## src/verilog/supervisor_pkg.sv

```systemverilog
// Purpose: Shared constants and carriers for the supply supervisor control
// Assumes: 100 MHz system clock, Avalon-MM register slave with 32-bit data
// Notes: Byte offsets; printed offset 0x55 is kept as an index, address x4
package supervisor_pkg;

  localparam int unsigned CLK_MHZ = 100;
  localparam int unsigned TURN_ON_DELAY_US = 50;
  localparam int unsigned LEVEL_CHANGE_DELAY_US = 12;
  // Least time rounds up, longest rounds down; both exact at 100 MHz
  localparam int unsigned TURN_ON_CYCLES = TURN_ON_DELAY_US * CLK_MHZ;
  localparam int unsigned LEVEL_CHANGE_CYCLES =
    LEVEL_CHANGE_DELAY_US * CLK_MHZ;
  localparam int unsigned DELAY_W = 16;

  localparam logic [7:0] CONTROL_INDEX = 8'h55;
  localparam logic [9:0] CONTROL_ADDR = 10'h154;
  localparam logic [9:0] IRQ_STATUS_ADDR = 10'h160;
  localparam logic [9:0] IRQ_CLEAR_ADDR = 10'h164;
  localparam logic [9:0] IRQ_ENABLE_ADDR = 10'h168;

  localparam int unsigned LEVEL_MSB = 7;
  localparam int unsigned LEVEL_LSB = 4;
  localparam int unsigned RESET_EN_BIT = 3;
  localparam int unsigned ACTIVE_BIT = 2;
  localparam int unsigned COMP_BIT = 1;
  localparam int unsigned FLAG_BIT = 0;

  localparam logic [3:0] LEVEL_OFF = 4'h0;
  localparam logic [3:0] LEVEL_EXTERNAL = 4'hF;
  localparam logic [7:0] CONTROL_RESET = 8'h00;

  // Interrupt status bit positions
  localparam int unsigned EV_LOW = 0;
  localparam int unsigned EV_ACTIVE = 1;
  localparam int unsigned EV_W = 2;
  localparam logic [1:0] EV_RESET = 2'h0;

  typedef enum logic [1:0] {
    SETTLE_IDLE,
    SETTLE_TURN_ON,
    SETTLE_LEVEL,
    SETTLE_MONITOR
  } settle_e;

  typedef struct packed {
    logic [3:0] level_select;
    logic reset_on_low_enable;
    logic low_voltage_flag;
  } control_s;

  typedef struct packed {
    logic [3:0] level_select;
    logic use_external;
    logic monitor_active;
  } analog_s;

endpackage : supervisor_pkg

```

## src/verilog/sense_sync.sv

```systemverilog
// Purpose: Two-flop synchroniser for the comparator output
// Assumes: Input is asynchronous to sys_clk
// Notes: First stage is read only by the second stage
module sense_sync
(
  input wire logic sys_clk,
  input wire logic rst,
  input wire logic async_in,
  output logic sync_out
);

  typedef struct packed {
    logic meta;
    logic sync;
  } sync_state_s;

  sync_state_s state_q;
  sync_state_s state_d;

  always_comb
  begin
    state_d.meta = async_in;
    state_d.sync = state_q.meta;
  end

  always_ff @(posedge sys_clk)
  begin
    if (rst)
    begin
      state_q <= '0;
    end
    else
    begin
      state_q <= state_d;
    end
  end

  assign sync_out = state_q.sync;

endmodule : sense_sync

```

## src/verilog/supply_supervisor_control.sv

```systemverilog
// Purpose: Control register, settling timer and low-voltage flag logic
// Assumes: rst is the brownout reset; soft and power-on resets are inputs
// Notes: Comparator output high means the watched voltage is low

module supply_supervisor_control
#(
  parameter int unsigned TURN_ON_CYCLES = supervisor_pkg::TURN_ON_CYCLES,
  parameter int unsigned LEVEL_CHANGE_CYCLES =
    supervisor_pkg::LEVEL_CHANGE_CYCLES
)
(
  input wire logic sys_clk,
  input wire logic rst,
  input wire logic soft_reset_event,
  input wire logic [9:0] avs_address,
  input wire logic avs_read,
  input wire logic avs_write,
  input wire logic [31:0] avs_writedata,
  input wire logic [3:0] avs_byteenable,
  output logic [31:0] avs_readdata,
  output logic avs_waitrequest,
  output logic [1:0] avs_response,
  input wire logic comparator_out,
  output supervisor_pkg::analog_s analog_ctrl,
  output logic power_on_reset_req,
  output logic irq
);

  typedef struct packed {
    supervisor_pkg::control_s ctrl;
    supervisor_pkg::settle_e settle;
    logic [supervisor_pkg::DELAY_W-1:0] count;
    logic comp;
    logic [supervisor_pkg::EV_W-1:0] irq_status;
    logic [supervisor_pkg::EV_W-1:0] irq_enable;
    logic done;
    logic [31:0] rdata;
    logic [1:0] resp;
    logic por;
    logic irq;
    supervisor_pkg::analog_s analog;
  } state_s;

  state_s q;
  state_s d;
  logic comp_sync;

  function automatic logic is_on(input logic [3:0] level);
    is_on = (level != supervisor_pkg::LEVEL_OFF);
  endfunction : is_on

  function automatic logic is_mapped(input logic [9:0] addr);
    is_mapped = (addr == supervisor_pkg::CONTROL_ADDR) ||
      (addr == supervisor_pkg::IRQ_STATUS_ADDR) ||
      (addr == supervisor_pkg::IRQ_CLEAR_ADDR) ||
      (addr == supervisor_pkg::IRQ_ENABLE_ADDR);
  endfunction : is_mapped

  sense_sync u_sense_sync
  (
    .sys_clk(sys_clk),
    .rst(rst),
    .async_in(comparator_out),
    .sync_out(comp_sync)
  );

  logic access;
  logic commit;
  logic wr_ctrl;
  logic [3:0] new_level;
  logic active;
  logic low_seen;
  logic flag_rise;
  logic [supervisor_pkg::EV_W-1:0] events;
  logic [7:0] ctrl_view;

  always_comb
  begin
    d = q;
    access = (avs_read || avs_write) && !q.done;
    // Writes land at the answer edge, when the master sees waitrequest low
    commit = avs_write && avs_byteenable[0] && q.done;
    wr_ctrl = commit && (avs_address == supervisor_pkg::CONTROL_ADDR);
    new_level = avs_writedata[supervisor_pkg::LEVEL_MSB:
      supervisor_pkg::LEVEL_LSB];
    d.comp = comp_sync;
    active = (q.settle == supervisor_pkg::SETTLE_MONITOR);
    low_seen = active && q.comp;
    events = '0;

    // Settling timer
    case (q.settle)
      supervisor_pkg::SETTLE_IDLE:
      begin
        d.count = '0;
      end
      supervisor_pkg::SETTLE_TURN_ON, supervisor_pkg::SETTLE_LEVEL:
      begin
        if (q.count <= 16'h0001)
        begin
          d.settle = supervisor_pkg::SETTLE_MONITOR;
          d.count = '0;
          events[supervisor_pkg::EV_ACTIVE] = 1'b1;
        end
        else
        begin
          d.count = q.count - 16'h0001;
        end
      end
      supervisor_pkg::SETTLE_MONITOR:
      begin
        d.count = '0;
      end
      default:
      begin
        d.settle = supervisor_pkg::SETTLE_IDLE;
        d.count = '0;
      end
    endcase

    // Control register write; bits 2 and 1 are never stored
    if (wr_ctrl)
    begin
      d.ctrl.reset_on_low_enable =
        avs_writedata[supervisor_pkg::RESET_EN_BIT];
      d.ctrl.low_voltage_flag = avs_writedata[supervisor_pkg::FLAG_BIT];
      d.ctrl.level_select = new_level;
      if (!is_on(new_level))
      begin
        d.settle = supervisor_pkg::SETTLE_IDLE;
        d.count = '0;
      end
      else if (!is_on(q.ctrl.level_select))
      begin
        d.settle = supervisor_pkg::SETTLE_TURN_ON;
        d.count = TURN_ON_CYCLES[supervisor_pkg::DELAY_W-1:0];
      end
      else if (new_level != q.ctrl.level_select)
      begin
        d.settle = supervisor_pkg::SETTLE_LEVEL;
        d.count = LEVEL_CHANGE_CYCLES[supervisor_pkg::DELAY_W-1:0];
      end
    end

    // Set wins over a software clear while the condition persists
    if (low_seen)
    begin
      d.ctrl.low_voltage_flag = 1'b1;
    end
    flag_rise = d.ctrl.low_voltage_flag && !q.ctrl.low_voltage_flag;
    if (low_seen && flag_rise)
    begin
      events[supervisor_pkg::EV_LOW] = 1'b1;
    end
    // Reset request only on a hardware set, never during settling
    d.por = low_seen && flag_rise &&
      q.ctrl.reset_on_low_enable;

    // Interrupt status: write-one-to-clear, set wins; enable is a plain write
    if (commit)
    begin
      if (avs_address == supervisor_pkg::IRQ_CLEAR_ADDR)
      begin
        d.irq_status = q.irq_status & ~avs_writedata[1:0];
      end
      if (avs_address == supervisor_pkg::IRQ_ENABLE_ADDR)
      begin
        d.irq_enable = avs_writedata[1:0];
      end
    end
    d.irq_status = d.irq_status | events;
    d.irq = |(d.irq_status & d.irq_enable);

    // Register view; monitor-active held low while settling
    ctrl_view = {q.ctrl.level_select, q.ctrl.reset_on_low_enable,
      active, q.comp, q.ctrl.low_voltage_flag};

    // One wait cycle, then answer
    d.done = access;
    d.resp = 2'h0;
    d.rdata = '0;
    if (access)
    begin
      if (!is_mapped(avs_address))
      begin
        d.resp = 2'h2;
      end
      else if (avs_read)
      begin
        case (avs_address)
          supervisor_pkg::CONTROL_ADDR: d.rdata = {24'h000000, ctrl_view};
          supervisor_pkg::IRQ_STATUS_ADDR:
            d.rdata = {30'h00000000, q.irq_status};
          supervisor_pkg::IRQ_ENABLE_ADDR:
            d.rdata = {30'h00000000, q.irq_enable};
          default: d.rdata = '0;
        endcase
      end
    end

    d.analog.level_select = q.ctrl.level_select;
    d.analog.use_external =
      (q.ctrl.level_select == supervisor_pkg::LEVEL_EXTERNAL);
    d.analog.monitor_active = is_on(q.ctrl.level_select);
  end

  always_ff @(posedge sys_clk)
  begin
    if (rst)
    begin
      // Brownout: everything cleared, supervision off
      q <= '0;
      q.ctrl <= supervisor_pkg::control_s'(6'h00);
      q.settle <= supervisor_pkg::SETTLE_IDLE;
      q.irq_status <= supervisor_pkg::EV_RESET;
      q.irq_enable <= supervisor_pkg::EV_RESET;
    end
    else if (soft_reset_event)
    begin
      // Soft/power-on reset keeps control bits and timer
      q <= d;
      q.done <= 1'b0;
      q.rdata <= '0;
      q.resp <= 2'h0;
    end
    else
    begin
      q <= d;
    end
  end

  assign avs_readdata = q.rdata;
  assign avs_waitrequest = !q.done;
  assign avs_response = q.resp;
  assign analog_ctrl = q.analog;
  assign power_on_reset_req = q.por;
  assign irq = q.irq;

endmodule : supply_supervisor_control

```

## config.mk

```make
export PLATFORM = sky130hd
export DESIGN_NAME = supply_supervisor_control
export DESIGN_NICKNAME = d
export VERILOG_FILES = /design/src/verilog/supervisor_pkg.sv /design/src/verilog/sense_sync.sv /design/src/verilog/supply_supervisor_control.sv
export SDC_FILE = /design/constraint.sdc
export NUM_CORES = 1
export LEC_CHECK = 0
export BUFFER_PORTS_ARGS = -buffer_cell sky130_fd_sc_hd__clkbuf_2
export CORE_MARGIN = 8
export CORE_UTILIZATION = 40
export CTS_CLUSTER_SIZE = 8
export DETAILED_ROUTE_END_ITERATION = 12
export PLACE_DENSITY_LB_ADDON = 0.25
export SETUP_SLACK_MARGIN = 0.2
export SYNTH_ARGS = -nofsm -noshare
export SYNTH_HDL_FRONTEND = slang
export SYNTH_SLANG_ARGS = --single-unit
```

## constraint.sdc

```tcl
create_clock -name sys_clk -period 2.2 [get_ports sys_clk]
set_clock_uncertainty 0.1 [all_clocks]
set_input_delay 0 -clock sys_clk [delete_from_list [all_inputs] [get_ports sys_clk]]
set_output_delay 0 -clock sys_clk [all_outputs]
set_load 0.1 [all_outputs]
```

==> results of run 1 <==
-- kinds of logic after synthesis --
group	Yosys count
other cells	1
simple gates	90
mux	9
buf+inv	56
flops	49
fa+ha+maj	3
compound gates	31
xor+xnor	16
-- where the power goes --
| group | switching (W) | total, W | internal (W) |
|---|---|---|---|
| combinational | 0.00116 | 0.00214 | 0.000988 |
| sequential | 0.000116 | 0.00113 | 0.00101 |
| clock | 0.000300 | 0.000751 | 0.000452 |
-- timing repair --
action,4_1_cts,5_1_grt
setup endpoints to repair,13,11
setup buffers,0,2
pin swaps,0,1
hold buffers,12,0
resized for setup,1,2
hold endpoints to repair,13,0
gates cloned,0,0
-- area by class of cell --
cell class	instances	share of cell area
tap	75	0.03371
clock inverter	3	0.02337
clock buffer	5	0.02472
multi-input combinational	174	0.3946
sequential	49	0.3528
inverter	10	0.01348
timing repair buffer	68	0.1573
-- sequential cells by signal, indices dropped and copies added, names as in the netlist --
name,flops
q,23
avs_readdata,8
ctrl_view,7
analog_ctrl,6
avs_response,1
irq,1
power_on_reset_req,1
u_sense_sync.state_d,1
u_sense_sync.sync_out,1
-- layer usage --
| metal | track usage | vias up |
|---|---|---|
| li1 | - | 908 |
| met1 | 0.1321 | 797 |
| met2 | 0.1865 | 34 |
| met3 | 0.03074 | 5 |
| met4 | 0.04027 | 0 |
| met5 | 0 | - |
-- cell usage in the layout (no fill, tap or decap), types with 3 or more instances in the layout --
| cell | count |
|---|---|
| clkbuf_8 | 5 |
| and2_1 | 7 |
| nor2_1 | 23 |
| clkbuf_2 | 41 |
| xnor2_1 | 11 |
| nor3_1 | 6 |
| inv_1 | 10 |
| buf_4 | 15 |
| a31oi_1 | 3 |
| mux2i_1 | 8 |
| ha_1 | 3 |
| o21ai_0 | 3 |
| dfxtp_1 | 48 |
| a21oi_1 | 11 |
| dlygate4sd3_1 | 12 |
| xor2_1 | 5 |
| nand2_1 | 16 |
| conb_1 | 25 |
| nor4bb_1 | 3 |
| nor4_1 | 7 |
| nand3_1 | 4 |
| nor2b_1 | 8 |
-- per-stage QoR --
step / setup slack, ns / std cells
floorplan: 0.1574 / 279
global placement: 0.05609 / 362
detailed placement: 0.05475 / 362
CTS: 0.2602 / 382
global route: 0.09750 / 384
finish: 0.2491 / 384
-- worst max path at each step --
stage	from	to	depth (start not counted)
3_3_place_gp	avs_address[9]	q[64]	6
5_1_grt	q[50]	q[55]	5
4_1_cts	q[42]	q[64]	5
2_1_floorplan	avs_address[9]	q[64]	7
6_report	q[48]	q[55]	5
3_5_place_dp	avs_address[9]	q[64]	6
-- worst min-delay path, stage by stage --
cell and delay (ns):
clkbuf_2 0.14, mux2_2 0.17, a22o_1 0.11
==> impl_metrics.toml, run 1 <==
[global_route]
grt_overflow = 0
grt_max_degree = 24
grt_pass1_vias = 1663
antenna_found_initial = 0
track_usage = 0.1110
grt_pass1_wl_um = 7790

[floorplanning]
coreArea_um2 = 5781
num_rows = 28
chipHeight_um = 92.50
ios = 95
start_util = 0.4050
fp.dieArea_um2 = 8556
chipWidth_um = 92.50

[min_path]
hold_class = "in -> reg"
hold_path_startpoint = "avs_address[3]"
min_delay_path_depth = 3
min_to = "avs_readdata[0]"

[detailed_routing]
firstDrtPassIters = 4
met1Wirelength_um = 2150
wl_um = 4795
ant_nets = 0
drtIter0Drc = 83
wl_met2_um = 2365
viasPerCell = 4.542
drc = 0
top_layer_used = "met4"
via_count = 1744
wl_met3_um = 225
wl_per_cell_um = 12.49

[logic_synthesis]
yosysTopAreaCell = "dfxtp_1"
synthArstFlopShare = 0
netlist_area_um2 = 2341
synth_area_leaders = "dfxtp_1 42%, buf_4 13%, xnor2_1 4.1%"
synth_edf_count = 0
synth_top_cell_area_share = 0.4190
ys_warn_count = 0
synthTopCellsByCount = "49 x dfxtp_1, 40 x buf_4, 23 x nor2_1"
ys_types = 48
synth.area.mux_share = 0.03902
synthAdderAreaFrac = 0.01603
synth_ff_type = "dfxtp_1"
synth_compound_area_frac = 0.09514
yosys.area_share.simple = 0.2117
synth-xor-area-share = 0.05986
synth_cells = 255
ys_seq_area_frac = 0.4190
yosysMostFrequentCell = "dfxtp_1"
ys_ff_latch = 49
syn_area_per_cell_um2 = 9.180
synth_top_family_by_area = "simple AND/OR/NAND/NOR gates"

[cts]
path_clk_slew_ns = 0.09
clk_latency_ns = 0.30
max-clock-path-buffers = 2
cts_buffers = 5
root_buffer = "clkbuf_8"
htreeDepth = 2
cts_sinks = 49
cts_tree = "yes"

[setup_path]
reg2reg_slack_ns = 0.25
startpoint_type = "flip-flop"
crit_path_top_delay_cell = "or4_1"
arrival_ns = 2.10
path_max_fanout = 6
crit_type = "reg -> reg"
cp-end-kind = "flip-flop"
path_cells = "or4_1, nor3_1, xnor2_1, o311ai_0, and2_1"
worstReg2RegStart = "q[48]"
worst_path_largest_cell_delay_ns = 0.63
cp_num_buf_inv = 0
worstPathRequired_ns = 2.35
reg2reg_to = "q[55]"
path_delay_family = "simple AND/OR/NAND/NOR gates"
reg2regPathDepth = 5

[power_and_ir_drop]
p_total_w = 0.004023
p_leak_nw = 1.294
peakVddDrop_uv = 728.2
p_per_area_nw_per_um2 = 1445

[outcome]
status = "finished, final reports clean"

[sta]
relSlewSlack = 0.6005
maxSlewViolCount = 0
finalCritPeriodShare = 0.8868
rsz0062_at_grt = "yes"
worstMarginPinSlew_ns = 0.5938
whs_ns = 0.05272
setup_violations = 0
finalHoldViolCount = 0
timing.setup.tns_ns = 0
fmax_mhz = 512.6
layout_min_cycle_time_ns = 1.951

[placed_design]
gp_congestion = 0.8989
io_buffers = 41
dpl.hpwl_um = 3591
place_area_um2 = 2504

[final_layout]
n_antenna_cell = 0
fillCellCount = 595
seq_area_um2 = 982.2
finalInstanceArea_um2 = 2784
post-route-util = 0.4816
drive_above_1_share = 0.2460
areaGrowthSynthToFinish_pct = 18.92
fin_nets = 363
multiInputGateArea_um2 = 1099

[job]
drv_cap = 0
(Power assumes the default switching activity.)
==> run 2, diff against run 1 <==
--- a/config.mk
+++ b/config.mk
@@ -6,9 +6,10 @@
 export NUM_CORES = 1
 export LEC_CHECK = 0
 export BUFFER_PORTS_ARGS = -buffer_cell sky130_fd_sc_hd__clkbuf_2
+export CORE_ASPECT_RATIO = 0.7
 export CORE_MARGIN = 8
-export CORE_UTILIZATION = 40
-export CTS_CLUSTER_SIZE = 8
+export CORE_UTILIZATION = 43
+export CTS_CLUSTER_SIZE = 12
 export DETAILED_ROUTE_END_ITERATION = 12
 export PLACE_DENSITY_LB_ADDON = 0.25
 export SETUP_SLACK_MARGIN = 0.2
==> impl_metrics.toml, run 2 (synthesis gave the netlist of run 1 again) <==
[outcome]
status = "finished, final reports clean"

[final_layout]
largest_reg_flops = 23
finalInstanceArea_um2 = 2790
layout_common_cells = "48 x dfxtp_1, 41 x clkbuf_2, 25 x conb_1"
n_antenna_cell = 0
drive_above_1_share = 0.2508
fin_nets = 361
areaGrowthSynthToFinish_pct = 19.19
final_common_cell = "dfxtp_1"
top_register = "q"
post-route-util = 0.5307

[global_route]
grt_pass1_wl_um = 7928
track_usage = 0.1171
grt_max_degree = 24
antenna_found_initial = 0
grt_pass1_vias = 1646
grt_overflow = 0

[placed_design]
place_area_um2 = 2500
gp_congestion = 0.7498
pre_cts_ws_ns = 0.04676
io_buffers = 41
dpl.hpwl_um = 3617

[cts]
clk_latency_ns = 0.30
htreeDepth = 2
cts_sinks = 49
cts_buffers = 5
cts_tree = "yes"
root_buffer = "clkbuf_8"
max-clock-path-buffers = 2
path_clk_slew_ns = 0.09

[setup_path]
path_max_fanout = 7
worst_path_largest_cell_delay_ns = 0.58
arrival_ns = 1.97
endpoint = "q[64]"
startpoint = "avs_address[2]"
crit_path_top_delay_cell = "or4b_4"
crit_type = "in -> reg"
reg2reg_to = "q[64]"
reg2regPathDepth = 5
reg2reg_slack_ns = 0.32
cp_num_buf_inv = 2
worstReg2RegStart = "q[42]"
cp-end-kind = "flip-flop"
path_delay_family = "buffers and inverters"
worstPathRequired_ns = 2.28
path_cells = "dlygate4sd3_1, clkbuf_2, nand2b_1, or4b_4, a41o_4, o21ai_4, o22ai_2"
startpoint_type = "primary input"
cp_num_cells = 7

[detailed_routing]
ant_nets = 0
drtIter0Drc = 69
viasPerCell = 4.609
drc = 0
wl_per_cell_um = 12.80
firstDrtPassIters = 5
via_count = 1747
wl_um = 4852

[job]
drv_cap = 0

[sta]
layout_min_cycle_time_ns = 1.891
rsz0062_at_grt = "no"
worstMarginPinSlew_ns = 0.5468
relSlewSlack = 0.6370
fmax_mhz = 528.9
finalCritPeriodShare = 0.8594
worst_slack_ns = 0.3093
timing.setup.tns_ns = 0
finalHoldViolCount = 0
maxSlewViolCount = 0
setup_violations = 0

[power_and_ir_drop]
peakVddDrop_uv = 934.4
p_leak_nw = 1.291
p_per_area_nw_per_um2 = 1458

[floorplanning]
ios = 95
chipWidth_um = 104.2
coreArea_um2 = 5258
num_rows = 22
fp.dieArea_um2 = 8099
chipHeight_um = 77.73
start_util = 0.4453

[min_path]
hold_class = "in -> reg"
==> run 2: changes by cell type in the layout (fill, tap and decap cells not counted) <==
cell and change:
buf_4 -2, nand3b_2 -1, nand3b_4 +1, nor4_1 -2
nor4_2 +2, or4_1 -1, or4_4 +1
==> run 2: where the power goes <==
part | total [W] | internal, W | switching, W
Clock | 0.000746 | 0.000451 | 0.000294
Combinational | 0.00219 | 0.00100 | 0.00119
Sequential | 0.00113 | 0.00101 | 0.000123
==> run 2: cell type report <==
type                       count  area [um^2]
fill                         506         2467
multi-input combinational    174         1124
sequential                    49        982.2
timing repair buffer          66        422.9
tap                           72        90.09
clock buffer                   5        68.82
clock inverter                 3        65.06
inverter                      10        37.54
==> run 2: worst min-delay path by stage <==
stage,from,end,slack (ns),cells after the start
finish,avs_address[3],avs_readdata[1],0.05,4
global route,avs_address[3],avs_readdata[1],0.06,4
CTS,avs_address[3],avs_readdata[1],0.05,4
detailed placement,comparator_out,u_sense_sync.state_d[0],0.12,2
global placement,comparator_out,u_sense_sync.state_d[0],0.12,2
floorplan,rst,analog_ctrl[5],-0.02,1
==> run 2: per-layer routing <==
layer	part of all wire	global-route usage	vias to the layer above
met5	0	0	-
met4	0.014	0.04748	0
met3	0.052	0.03218	5
met2	0.43	0.1737	54
met1	0.50	0.1569	784
li1	-	-	904
==> run 2: repair_timing <==
action,in CTS,in global routing
hold endpoints to repair,12,0
endpoints found under the setup margin,12,12
setup buffers,0,0
pin swaps,0,2
hold buffers,12,0
resized for setup,1,6
==> run 2: metrics by stage <==
step	hold WS, ns	std cells	total power, W
2_1_floorplan	-0.02051	279	0.002729
3_3_place_gp	0.1151	359	0.003205
3_5_place_dp	0.1200	359	0.003215
4_1_cts	0.04534	379	0.004002
5_1_grt	0.05914	379	0.004372
6_report	0.05182	379	0.004067
==> run 2: worst register-to-register path, stage by stage, from the launching register on <==
cell     delay (ns)
dfxtp_2        0.36
nand3_1        0.10
or4b_4         0.60
a41o_4         0.32
o21ai_4        0.21
o22ai_2        0.08
